--- src/rtl/dtm_pkg.sv ---
package dtm_pkg;

  // operating modes of the counter pair
  typedef enum logic [1:0] {
    DTM_DUAL8,
    DTM_CASC16,
    DTM_PULSE,
    DTM_PWM
  } dtm_mode_t;

  localparam int unsigned DTM_CNT_W      = 8;
  localparam int unsigned DTM_PRE_W      = 8;

  // register byte offsets
  localparam logic [7:0]  DTM_OFF_RUN    = 8'h00;
  localparam logic [7:0]  DTM_OFF_MODE   = 8'h04;
  localparam logic [7:0]  DTM_OFF_FFCTL  = 8'h08;
  localparam logic [7:0]  DTM_OFF_LOCMP  = 8'h0c;
  localparam logic [7:0]  DTM_OFF_UPCMP  = 8'h10;
  localparam logic [7:0]  DTM_OFF_STAT   = 8'h14;

  // field positions in the mode register
  localparam int unsigned DTM_MODE_LCS   = 0;
  localparam int unsigned DTM_MODE_UCS   = 2;
  localparam int unsigned DTM_MODE_PCS   = 4;
  localparam int unsigned DTM_MODE_PM    = 6;

  // field positions in the run, flip-flop control and status registers
  localparam int unsigned DTM_RUN_LO     = 0;
  localparam int unsigned DTM_RUN_UP     = 1;
  localparam int unsigned DTM_FF_SRC     = 0;
  localparam int unsigned DTM_FF_INV     = 1;
  localparam int unsigned DTM_FF_CLR     = 2;
  localparam int unsigned DTM_STAT_FF    = 16;

  // reset values
  localparam logic [7:0]  DTM_MODE_RST   = 8'h00;
  localparam logic [1:0]  DTM_FFCTL_RST  = 2'h0;
  localparam logic [7:0]  DTM_CMP_RST    = 8'hff;

  // pwm cycle lengths, in counts
  localparam logic [7:0]  DTM_PWM_P6     = 8'h3f;
  localparam logic [7:0]  DTM_PWM_P7     = 8'h7f;
  localparam logic [7:0]  DTM_PWM_P8     = 8'hff;

  // prescaler tap divide ratios as low-bit masks
  localparam logic [7:0]  DTM_TAP4_MASK  = 8'h03;
  localparam logic [7:0]  DTM_TAP16_MASK = 8'h0f;
  localparam logic [7:0]  DTM_TAP256_MASK = 8'hff;

endpackage

--- src/rtl/dtm_prescaler.sv ---
`timescale 1ns/1ps
module dtm_prescaler (
  input  wire logic pclk,
  input  wire logic presetn,
  input  wire logic run,
  output logic      tap_div1,
  output logic      tap_div4,
  output logic      tap_div16,
  output logic      tap_div256
);
  import dtm_pkg::*;

  logic [DTM_PRE_W-1:0] pre_r;

  // free-running divider, held at zero while both run bits are clear so taps start aligned
  always_ff @(posedge pclk or negedge presetn) begin
    if (!presetn) begin
      pre_r <= '0;
    end else if (run) begin
      pre_r <= pre_r + 1'b1;
    end else begin
      pre_r <= '0;
    end
  end

  // one-cycle enables, each on the last count of its period
  assign tap_div1   = run;
  assign tap_div4   = run && ((pre_r & DTM_TAP4_MASK) == DTM_TAP4_MASK);
  assign tap_div16  = run && ((pre_r & DTM_TAP16_MASK) == DTM_TAP16_MASK);
  assign tap_div256 = run && ((pre_r & DTM_TAP256_MASK) == DTM_TAP256_MASK);

endmodule

--- src/rtl/dtm_timer_pair.sv ---
// Functional notes
// - mode field: 00 dual 8-bit, 01 cascaded 16-bit, 10 pulse generator, 11 pwm+timer.
// - lower clock select: 00 external, 01 div1, 10 div4, 11 div16, every mode.
// - dual mode upper clock: lower match, div1/16/256; source select picks flip-flop toggler.
// - 16-bit and pulse modes ignore cycle and upper clock selects; pulse ignores source.
// - pwm cycle 63, 127, 255 counts for codes 01..11; flip-flop carries pwm.
// - pwm mode: upper counter is an 8-bit timer on div1/16/256.
// - pwm mode: lower match is never a clock for the upper counter.
// - pwm mode: upper matches never reach the timer output.
`timescale 1ns/1ps
module dtm_timer_pair #(
  parameter int unsigned CNT_W = dtm_pkg::DTM_CNT_W
) (
  input  wire logic        pclk,
  input  wire logic        presetn,
  input  wire logic        psel,
  input  wire logic        penable,
  input  wire logic        pwrite,
  input  wire logic [7:0]  paddr,
  input  wire logic [31:0] pwdata,
  output logic      [31:0] prdata,
  output logic             pready,
  output logic             pslverr,
  input  wire logic        ext_clk_in,
  output logic             timer_out,
  output logic             lower_match_pulse,
  output logic             upper_match_pulse
);
  import dtm_pkg::*;

  ////////////////////////////////////////////////////////////////////////
  // registers and state

  logic [1:0]       run_r;
  logic [7:0]       pair_mode_config_r;
  logic [1:0]       flipflop_control_r;
  logic [CNT_W-1:0] lo_cmp_r;
  logic [CNT_W-1:0] up_cmp_r;
  logic [CNT_W-1:0] lower_counter_r;
  logic [CNT_W-1:0] upper_counter_r;
  logic [2:0]       ext_sync_r;
  logic [31:0]      prdata_nxt;

  // selects one of four sources by a two-bit code
  function automatic logic pick4(input logic [1:0] code, input logic a, input logic b,
                                 input logic c, input logic d);
    pick4 = (code == 2'b00) ? a : (code == 2'b01) ? b : (code == 2'b10) ? c : d;
  endfunction

  ////////////////////////////////////////////////////////////////////////
  // apb decode

  wire setup_ph  = psel && !penable;
  wire access_ok = psel && penable && pready;
  wire wr_en     = access_ok && pwrite;
  wire hit_run   = (paddr == DTM_OFF_RUN);
  wire hit_mode  = (paddr == DTM_OFF_MODE);
  wire hit_ffctl = (paddr == DTM_OFF_FFCTL);
  wire hit_locmp = (paddr == DTM_OFF_LOCMP);
  wire hit_upcmp = (paddr == DTM_OFF_UPCMP);
  wire hit_stat  = (paddr == DTM_OFF_STAT);
  wire hit_any   = hit_run | hit_mode | hit_ffctl | hit_locmp | hit_upcmp | hit_stat;
  wire ff_clr    = wr_en && hit_ffctl && pwdata[DTM_FF_CLR];

  // read mux, captured in the setup cycle so the answer comes from flops
  always_comb begin
    prdata_nxt = 32'h0000_0000;
    if (hit_run)   prdata_nxt[1:0] = run_r;
    if (hit_mode)  prdata_nxt[7:0] = pair_mode_config_r;
    if (hit_ffctl) prdata_nxt[1:0] = flipflop_control_r;
    if (hit_locmp) prdata_nxt[CNT_W-1:0] = lo_cmp_r;
    if (hit_upcmp) prdata_nxt[CNT_W-1:0] = up_cmp_r;
    if (hit_stat) begin
      prdata_nxt[CNT_W-1:0]         = lower_counter_r;
      prdata_nxt[2*CNT_W-1:CNT_W]   = upper_counter_r;
      prdata_nxt[DTM_STAT_FF]       = timer_out;
    end
  end

  // one wait-free access phase; unmapped addresses answer with an error
  always_ff @(posedge pclk or negedge presetn) begin
    if (!presetn) begin
      pready  <= 1'b0;
      pslverr <= 1'b0;
      prdata  <= 32'h0000_0000;
    end else begin
      pready  <= setup_ph;
      pslverr <= setup_ph && !hit_any;
      prdata  <= setup_ph ? prdata_nxt : 32'h0000_0000;
    end
  end

  // configuration writes
  always_ff @(posedge pclk or negedge presetn) begin
    if (!presetn) begin
      run_r              <= 2'b00;
      pair_mode_config_r <= DTM_MODE_RST;
      flipflop_control_r <= DTM_FFCTL_RST;
      lo_cmp_r           <= DTM_CMP_RST;
      up_cmp_r           <= DTM_CMP_RST;
    end else if (wr_en) begin
      if (hit_run)   run_r              <= pwdata[1:0];
      if (hit_mode)  pair_mode_config_r <= pwdata[7:0];
      if (hit_ffctl) flipflop_control_r <= pwdata[1:0];
      if (hit_locmp) lo_cmp_r           <= pwdata[CNT_W-1:0];
      if (hit_upcmp) up_cmp_r           <= pwdata[CNT_W-1:0];
    end
  end

  ////////////////////////////////////////////////////////////////////////
  // field decode

  wire [1:0] pair_mode_field        = pair_mode_config_r[DTM_MODE_PM+:2];
  wire [1:0] pulse_cycle_select     = pair_mode_config_r[DTM_MODE_PCS+:2];
  wire [1:0] upper_clock_select     = pair_mode_config_r[DTM_MODE_UCS+:2];
  wire [1:0] lower_clock_select     = pair_mode_config_r[DTM_MODE_LCS+:2];
  wire       flipflop_source_select = flipflop_control_r[DTM_FF_SRC];
  wire       ff_invert_en           = flipflop_control_r[DTM_FF_INV];
  dtm_mode_t mode;
  assign mode = dtm_mode_t'(pair_mode_field);

  wire m_dual  = (mode == DTM_DUAL8);
  wire m_casc  = (mode == DTM_CASC16);
  wire m_pulse = (mode == DTM_PULSE);
  wire m_pwm   = (mode == DTM_PWM);

  // code 00 is undefined for the cycle field; treated as the longest cycle
  wire [CNT_W-1:0] pwm_len  = (pulse_cycle_select == 2'b01) ? DTM_PWM_P6 :
                              (pulse_cycle_select == 2'b10) ? DTM_PWM_P7 : DTM_PWM_P8;
  // a cycle of n counts ends on count n-1, as the counter starts from zero
  wire [CNT_W-1:0] pwm_last = pwm_len - 1'b1;

  ////////////////////////////////////////////////////////////////////////
  // clock sources

  // external input is asynchronous: two flops, then edge detect on later stages
  always_ff @(posedge pclk or negedge presetn) begin
    if (!presetn) begin
      ext_sync_r <= 3'b000;
    end else begin
      ext_sync_r <= {ext_sync_r[1:0], ext_clk_in};
    end
  end
  wire ext_rise = ext_sync_r[1] && !ext_sync_r[2];

  logic t1, t4, t16, prescale_tap_div256;
  // taps faster than half the system clock are software's to avoid
  dtm_prescaler u_pre (
    .pclk       (pclk),
    .presetn    (presetn),
    .run        (|run_r),
    .tap_div1   (t1),
    .tap_div4   (t4),
    .tap_div16  (t16),
    .tap_div256 (prescale_tap_div256)
  );

  wire run_lo = run_r[DTM_RUN_LO];
  wire run_up = m_casc ? run_lo : run_r[DTM_RUN_UP];

  ////////////////////////////////////////////////////////////////////////
  // match detection and counter steps

  wire lo_tick  = run_lo && pick4(lower_clock_select, ext_rise, t1, t4, t16);
  wire lo_eq    = (lower_counter_r == lo_cmp_r);
  wire up_eq    = (upper_counter_r == up_cmp_r);
  wire lo_ovf   = lo_tick && (lower_counter_r == {CNT_W{1'b1}});
  wire match16  = lo_tick && lo_eq && up_eq;
  wire lo_match = lo_tick && lo_eq;

  // lower counter's last count per mode
  wire lo_end = m_dual  ? lo_eq :
                m_pulse ? (lower_counter_r == up_cmp_r) :
                m_pwm   ? (lower_counter_r == pwm_last) :
                          (lo_eq && up_eq);

  // upper clock: lower match only in dual mode, overflow when cascaded, none in pulse mode
  wire up_tap_tick = pick4(upper_clock_select, m_dual && lo_match, t1, t16, prescale_tap_div256);
  wire up_tick     = m_casc ? lo_ovf : (run_up && !m_pulse && up_tap_tick);
  // joint match needs no lower overflow, so any 16-bit compare value is reported
  wire up_match    = m_casc ? match16 : (up_tick && up_eq);

  // flip-flop toggle source per mode; upper timer only feeds it in dual mode
  wire ff_toggle = m_dual  ? (flipflop_source_select ? up_match : lo_match) :
                   m_casc  ? match16 :
                   lo_tick && (lo_eq || lo_end);

  // lower counter
  always_ff @(posedge pclk or negedge presetn) begin
    if (!presetn) begin
      lower_counter_r <= '0;
    end else if (!run_lo) begin
      lower_counter_r <= '0;
    end else if (lo_tick) begin
      lower_counter_r <= lo_end ? '0 : lower_counter_r + 1'b1;
    end
  end

  // upper counter; in 16-bit mode it clears with the lower on the joint match
  always_ff @(posedge pclk or negedge presetn) begin
    if (!presetn) begin
      upper_counter_r <= '0;
    end else if (!run_up || m_pulse) begin
      upper_counter_r <= '0;
    end else if (m_casc && match16) begin
      upper_counter_r <= '0;
    end else if (up_tick) begin
      upper_counter_r <= (!m_casc && up_eq) ? '0 : upper_counter_r + 1'b1;
    end
  end

  ////////////////////////////////////////////////////////////////////////
  // outputs

  // a toggle in the cycle of a software clear wins, so no edge is lost
  always_ff @(posedge pclk or negedge presetn) begin
    if (!presetn) begin
      timer_out         <= 1'b0;
      lower_match_pulse <= 1'b0;
      upper_match_pulse <= 1'b0;
    end else begin
      if (ff_invert_en && ff_toggle) begin
        timer_out <= !timer_out;
      end else if (ff_clr) begin
        timer_out <= 1'b0;
      end
      lower_match_pulse <= lo_tick && lo_end;
      upper_match_pulse <= up_match;
    end
  end

  // clock gear stays fixed while counting; nothing here guards against it

endmodule

--- config.mk ---
export PLATFORM = sky130hd
export DESIGN_NAME = dtm_timer_pair
export DESIGN_NICKNAME = d
export VERILOG_FILES = /design/src/rtl/dtm_pkg.sv /design/src/rtl/dtm_prescaler.sv /design/src/rtl/dtm_timer_pair.sv
export SDC_FILE = /design/constraint.sdc
export NUM_CORES = 1
export LEC_CHECK = 0
export ABC_AREA = 0
export BUFFER_PORTS_ARGS = -buffer_cell sky130_fd_sc_hd__buf_2
export CORE_MARGIN = 2
export CORE_UTILIZATION = 50
export DETAILED_ROUTE_END_ITERATION = 8
export PLACE_DENSITY_LB_ADDON = 0.12
export SLEW_MARGIN = 20
export SYNTH_ARGS = -nofsm -noshare
export SYNTH_HDL_FRONTEND = slang
export SYNTH_SLANG_ARGS = --single-unit
--- constraint.sdc ---
create_clock -name pclk -period 5.4 [get_ports pclk]
set_input_delay 0.27 -clock pclk [delete_from_list [all_inputs] [get_ports pclk]]
set_output_delay 0.27 -clock pclk [all_outputs]
set_load 0.01 [all_outputs]
==> results.toml <==
[clock_network]
ctsRootBufferMaster = "clkbuf_8"
hold_buffers = 0
cts_max_level = 3
clk_pin_slew_ns = 0.09
clock_path_buffers = 2
cts_tree = "yes"
cts.sinks = 77
insertion_delay_ns = 0.36
cts_buffers = 9
cts_setup_buffers = 0
post_cts_resized = 0

[sta]
timing.fmax_ghz = 0.406
rsz0062_at_grt = "no"
fin_crit_sh = 0.457
worstMarginPinSlew_ns = 0.929
min_period_ns = 2.47
tns_ns = 0
finalHoldViolations = 0
slew_violations = 0
maxSlewHeadroom = 0.381
fin_skew_ns = 0.0112
setup_violations = 0

[route]
initialDrtViolationCount = 152
via_per_inst = 5.47
antenna_left = 0
num_vias = 2963
wl_per_cell_um = 16.5
drc_errors = 0
drt_wl_total_mm = 8.96
first_pass_iters = 4

[setup_path]
cp_slowest_cell = "dfrtp_1"
endpoint_kind = "register"
crit_path_max_fanout = 9
crit_top_cell = "nor4_1"
critPathKind = "register to register"
crit_required_ns = 5.65
cp-start-kind = "register"
crit_arrival_ns = 2.72
r2r_slack_ns = 2.93
critPathMaxStageDelay_ns = 0.53
worstPathCellList = "xor2_1, nor4_1, nand2_2, nor2_2, a2bb2oi_2, nor4_1, a211o_1"

[logic_synthesis]
synth-edff-count = 0
synth-main-ff-cell = "dfrtp_1"
synth_area_leaders = "dfrtp_1 36%, dfstp_2 10%, mux2_2 6.4%"
yosysSeqAreaShare = 0.463
synthTopCellsByCount = "61 x dfrtp_1, 35 x nand2_1, 25 x nor2_1"
yosysMostFrequentCell = "dfrtp_1"
yosysTopAreaCell = "dfrtp_1"
avgSynthCellArea_sq_um = 10.7
syn_inst = 392
synth_top_area_frac = 0.363
ys_types = 65
yosysWarnings = 0
ys_ff_latch = 77
syn-cell-area_sq_um = 4210
synthArstFlopShare = 1.00

[grt]
grt_usage = 0.215
antenna_found_initial = 0
grt_pass1_vias = 2881
grt_pass1_wl_mm = 14.6
grt_remaining_overflow = 0
grt_max_degree = 78

[placed_design]
placed_cells = 526
gp_congestion = 0.874
io_buffers = 43
dp.final_hpwl_mm = 6.47

[floorplan]
coreArea_sq_um = 8180
io_pins = 83
design.die.area_sq_um = 9170
rows = 33
start_util = 0.515
die_h_um = 95.8
die_x_um = 95.8

[cells_and_area]
fin_nets = 483
drive_gt1_frac = 0.291
antenna_cells = 0
layout.cells.non_filler = 542
synthToLayoutAreaGrowth_pct = 10.9

[power_and_ir_drop]
p_per_area_nw_per_um2 = 304
vdd_drop_max_mv = 0.196
leakage_uw = 0.00224

[outcome]
outcome = "completed"

[hold_path]
hold_class = "input pin to register"

[run]
drv_cap = 0
cell families after synthesis:
logic type / share of synthesized area
buffers and inverters: 0.0574
adder cells (fa/ha/maj): 0.0149
AND/OR/NAND/NOR: 0.181
flip-flops: 0.463
multiplexers: 0.0999
AO/OA/AOI/OAI: 0.114
XOR/XNOR: 0.0687
other: 0.000891
layer usage:
layer | wire [um] | up-vias | GRT usage
li1 | - | 1434 | -
met1 | 4250 | 1432 | 0.284
met2 | 3960 | 85 | 0.336
met3 | 576 | 12 | 0.0540
met4 | 176 | 0 | 0.0917
met5 | 0 | - | 0
layout make-up:
class / instances / area [sq um]
Fill cell: 716 / 3510
Multi-Input combinational cell: 293 / 2070
Sequential cell: 77 / 1950
Timing Repair Buffer: 43 / 218
Clock inverter: 7 / 146
Tap cell: 105 / 131
Clock buffer: 9 / 124
Inverter: 8 / 30.0
final timing paths:
check,start,to,cells past startpoint
max,lower_counter_r[0],upper_counter_r[6],7
min,ext_clk_in,ext_sync_r[0],1
max reg2reg,lower_counter_r[0],upper_counter_r[6],7
min reg2reg,ext_sync_r[0],ext_sync_r[1],0
max in group asynchronous,presetn,upper_counter_r[1],1
min in group asynchronous,presetn,prdata[4],1
worst max-delay path, delay by kind of cell, from the launching register on:
| family | cells | cell delay, ns |
|---|---|---|
| AO/OA/AOI/OAI | 2 | 0.68 |
| XOR/XNOR | 1 | 0.21 |
| flip-flops | 1 | 0.53 |
| AND/OR/NAND/NOR | 4 | 0.94 |
cells in the final DEF (no fill, tap or decap), drive strengths merged, types with 5 or more instances in the layout:
cell type / instances
xnor2: 11
buf: 43
clkbuf: 9
inv: 9
or2: 5
nor2: 29
mux2i: 15
and2: 12
a2bb2oi: 5
nor4: 7
o21ai: 18
mux2: 24
xor2: 22
o31ai: 6
nand3: 17
conb: 15
dfrtp: 61
nand2: 37
ha: 5
dfstp: 16
o22a: 6
nor3: 7
power breakdown:
group	leakage, uW	total [uW]	switching [uW]	internal, uW
logic	0.00113	187	108	79.0
registers	0.000975	651	39.6	612
clock network	0.000134	583	226	357
total	0.00224	1420	374	1050
through the flow:
step	setup slack [ns]	hold WS (ns)	utilization	power, uW	area [sq um]
floorplan	3.31	-0.0256	-	801	4260
global placement	3.01	0.335	0.538	845	4400
detailed placement	2.98	0.335	0.538	849	4400
CTS	2.96	0.0107	0.571	1430	4670
global route	2.75	0.00806	0.571	1500	4670
finish	2.93	0.0219	0.571	1420	4670
state kept, by name, summed over array words and instances, names as in the netlist, 2 cells and up:
name,cells
prdata,17
lo_cmp_r,8
lower_counter_r,8
pair_mode_config_r,8
u_pre.pre_r,8
up_cmp_r,8
upper_counter_r,8
ext_sync_r,3
flipflop_control_r,2
run_r,2
Note: power is estimated with default switching activity, not from simulation.
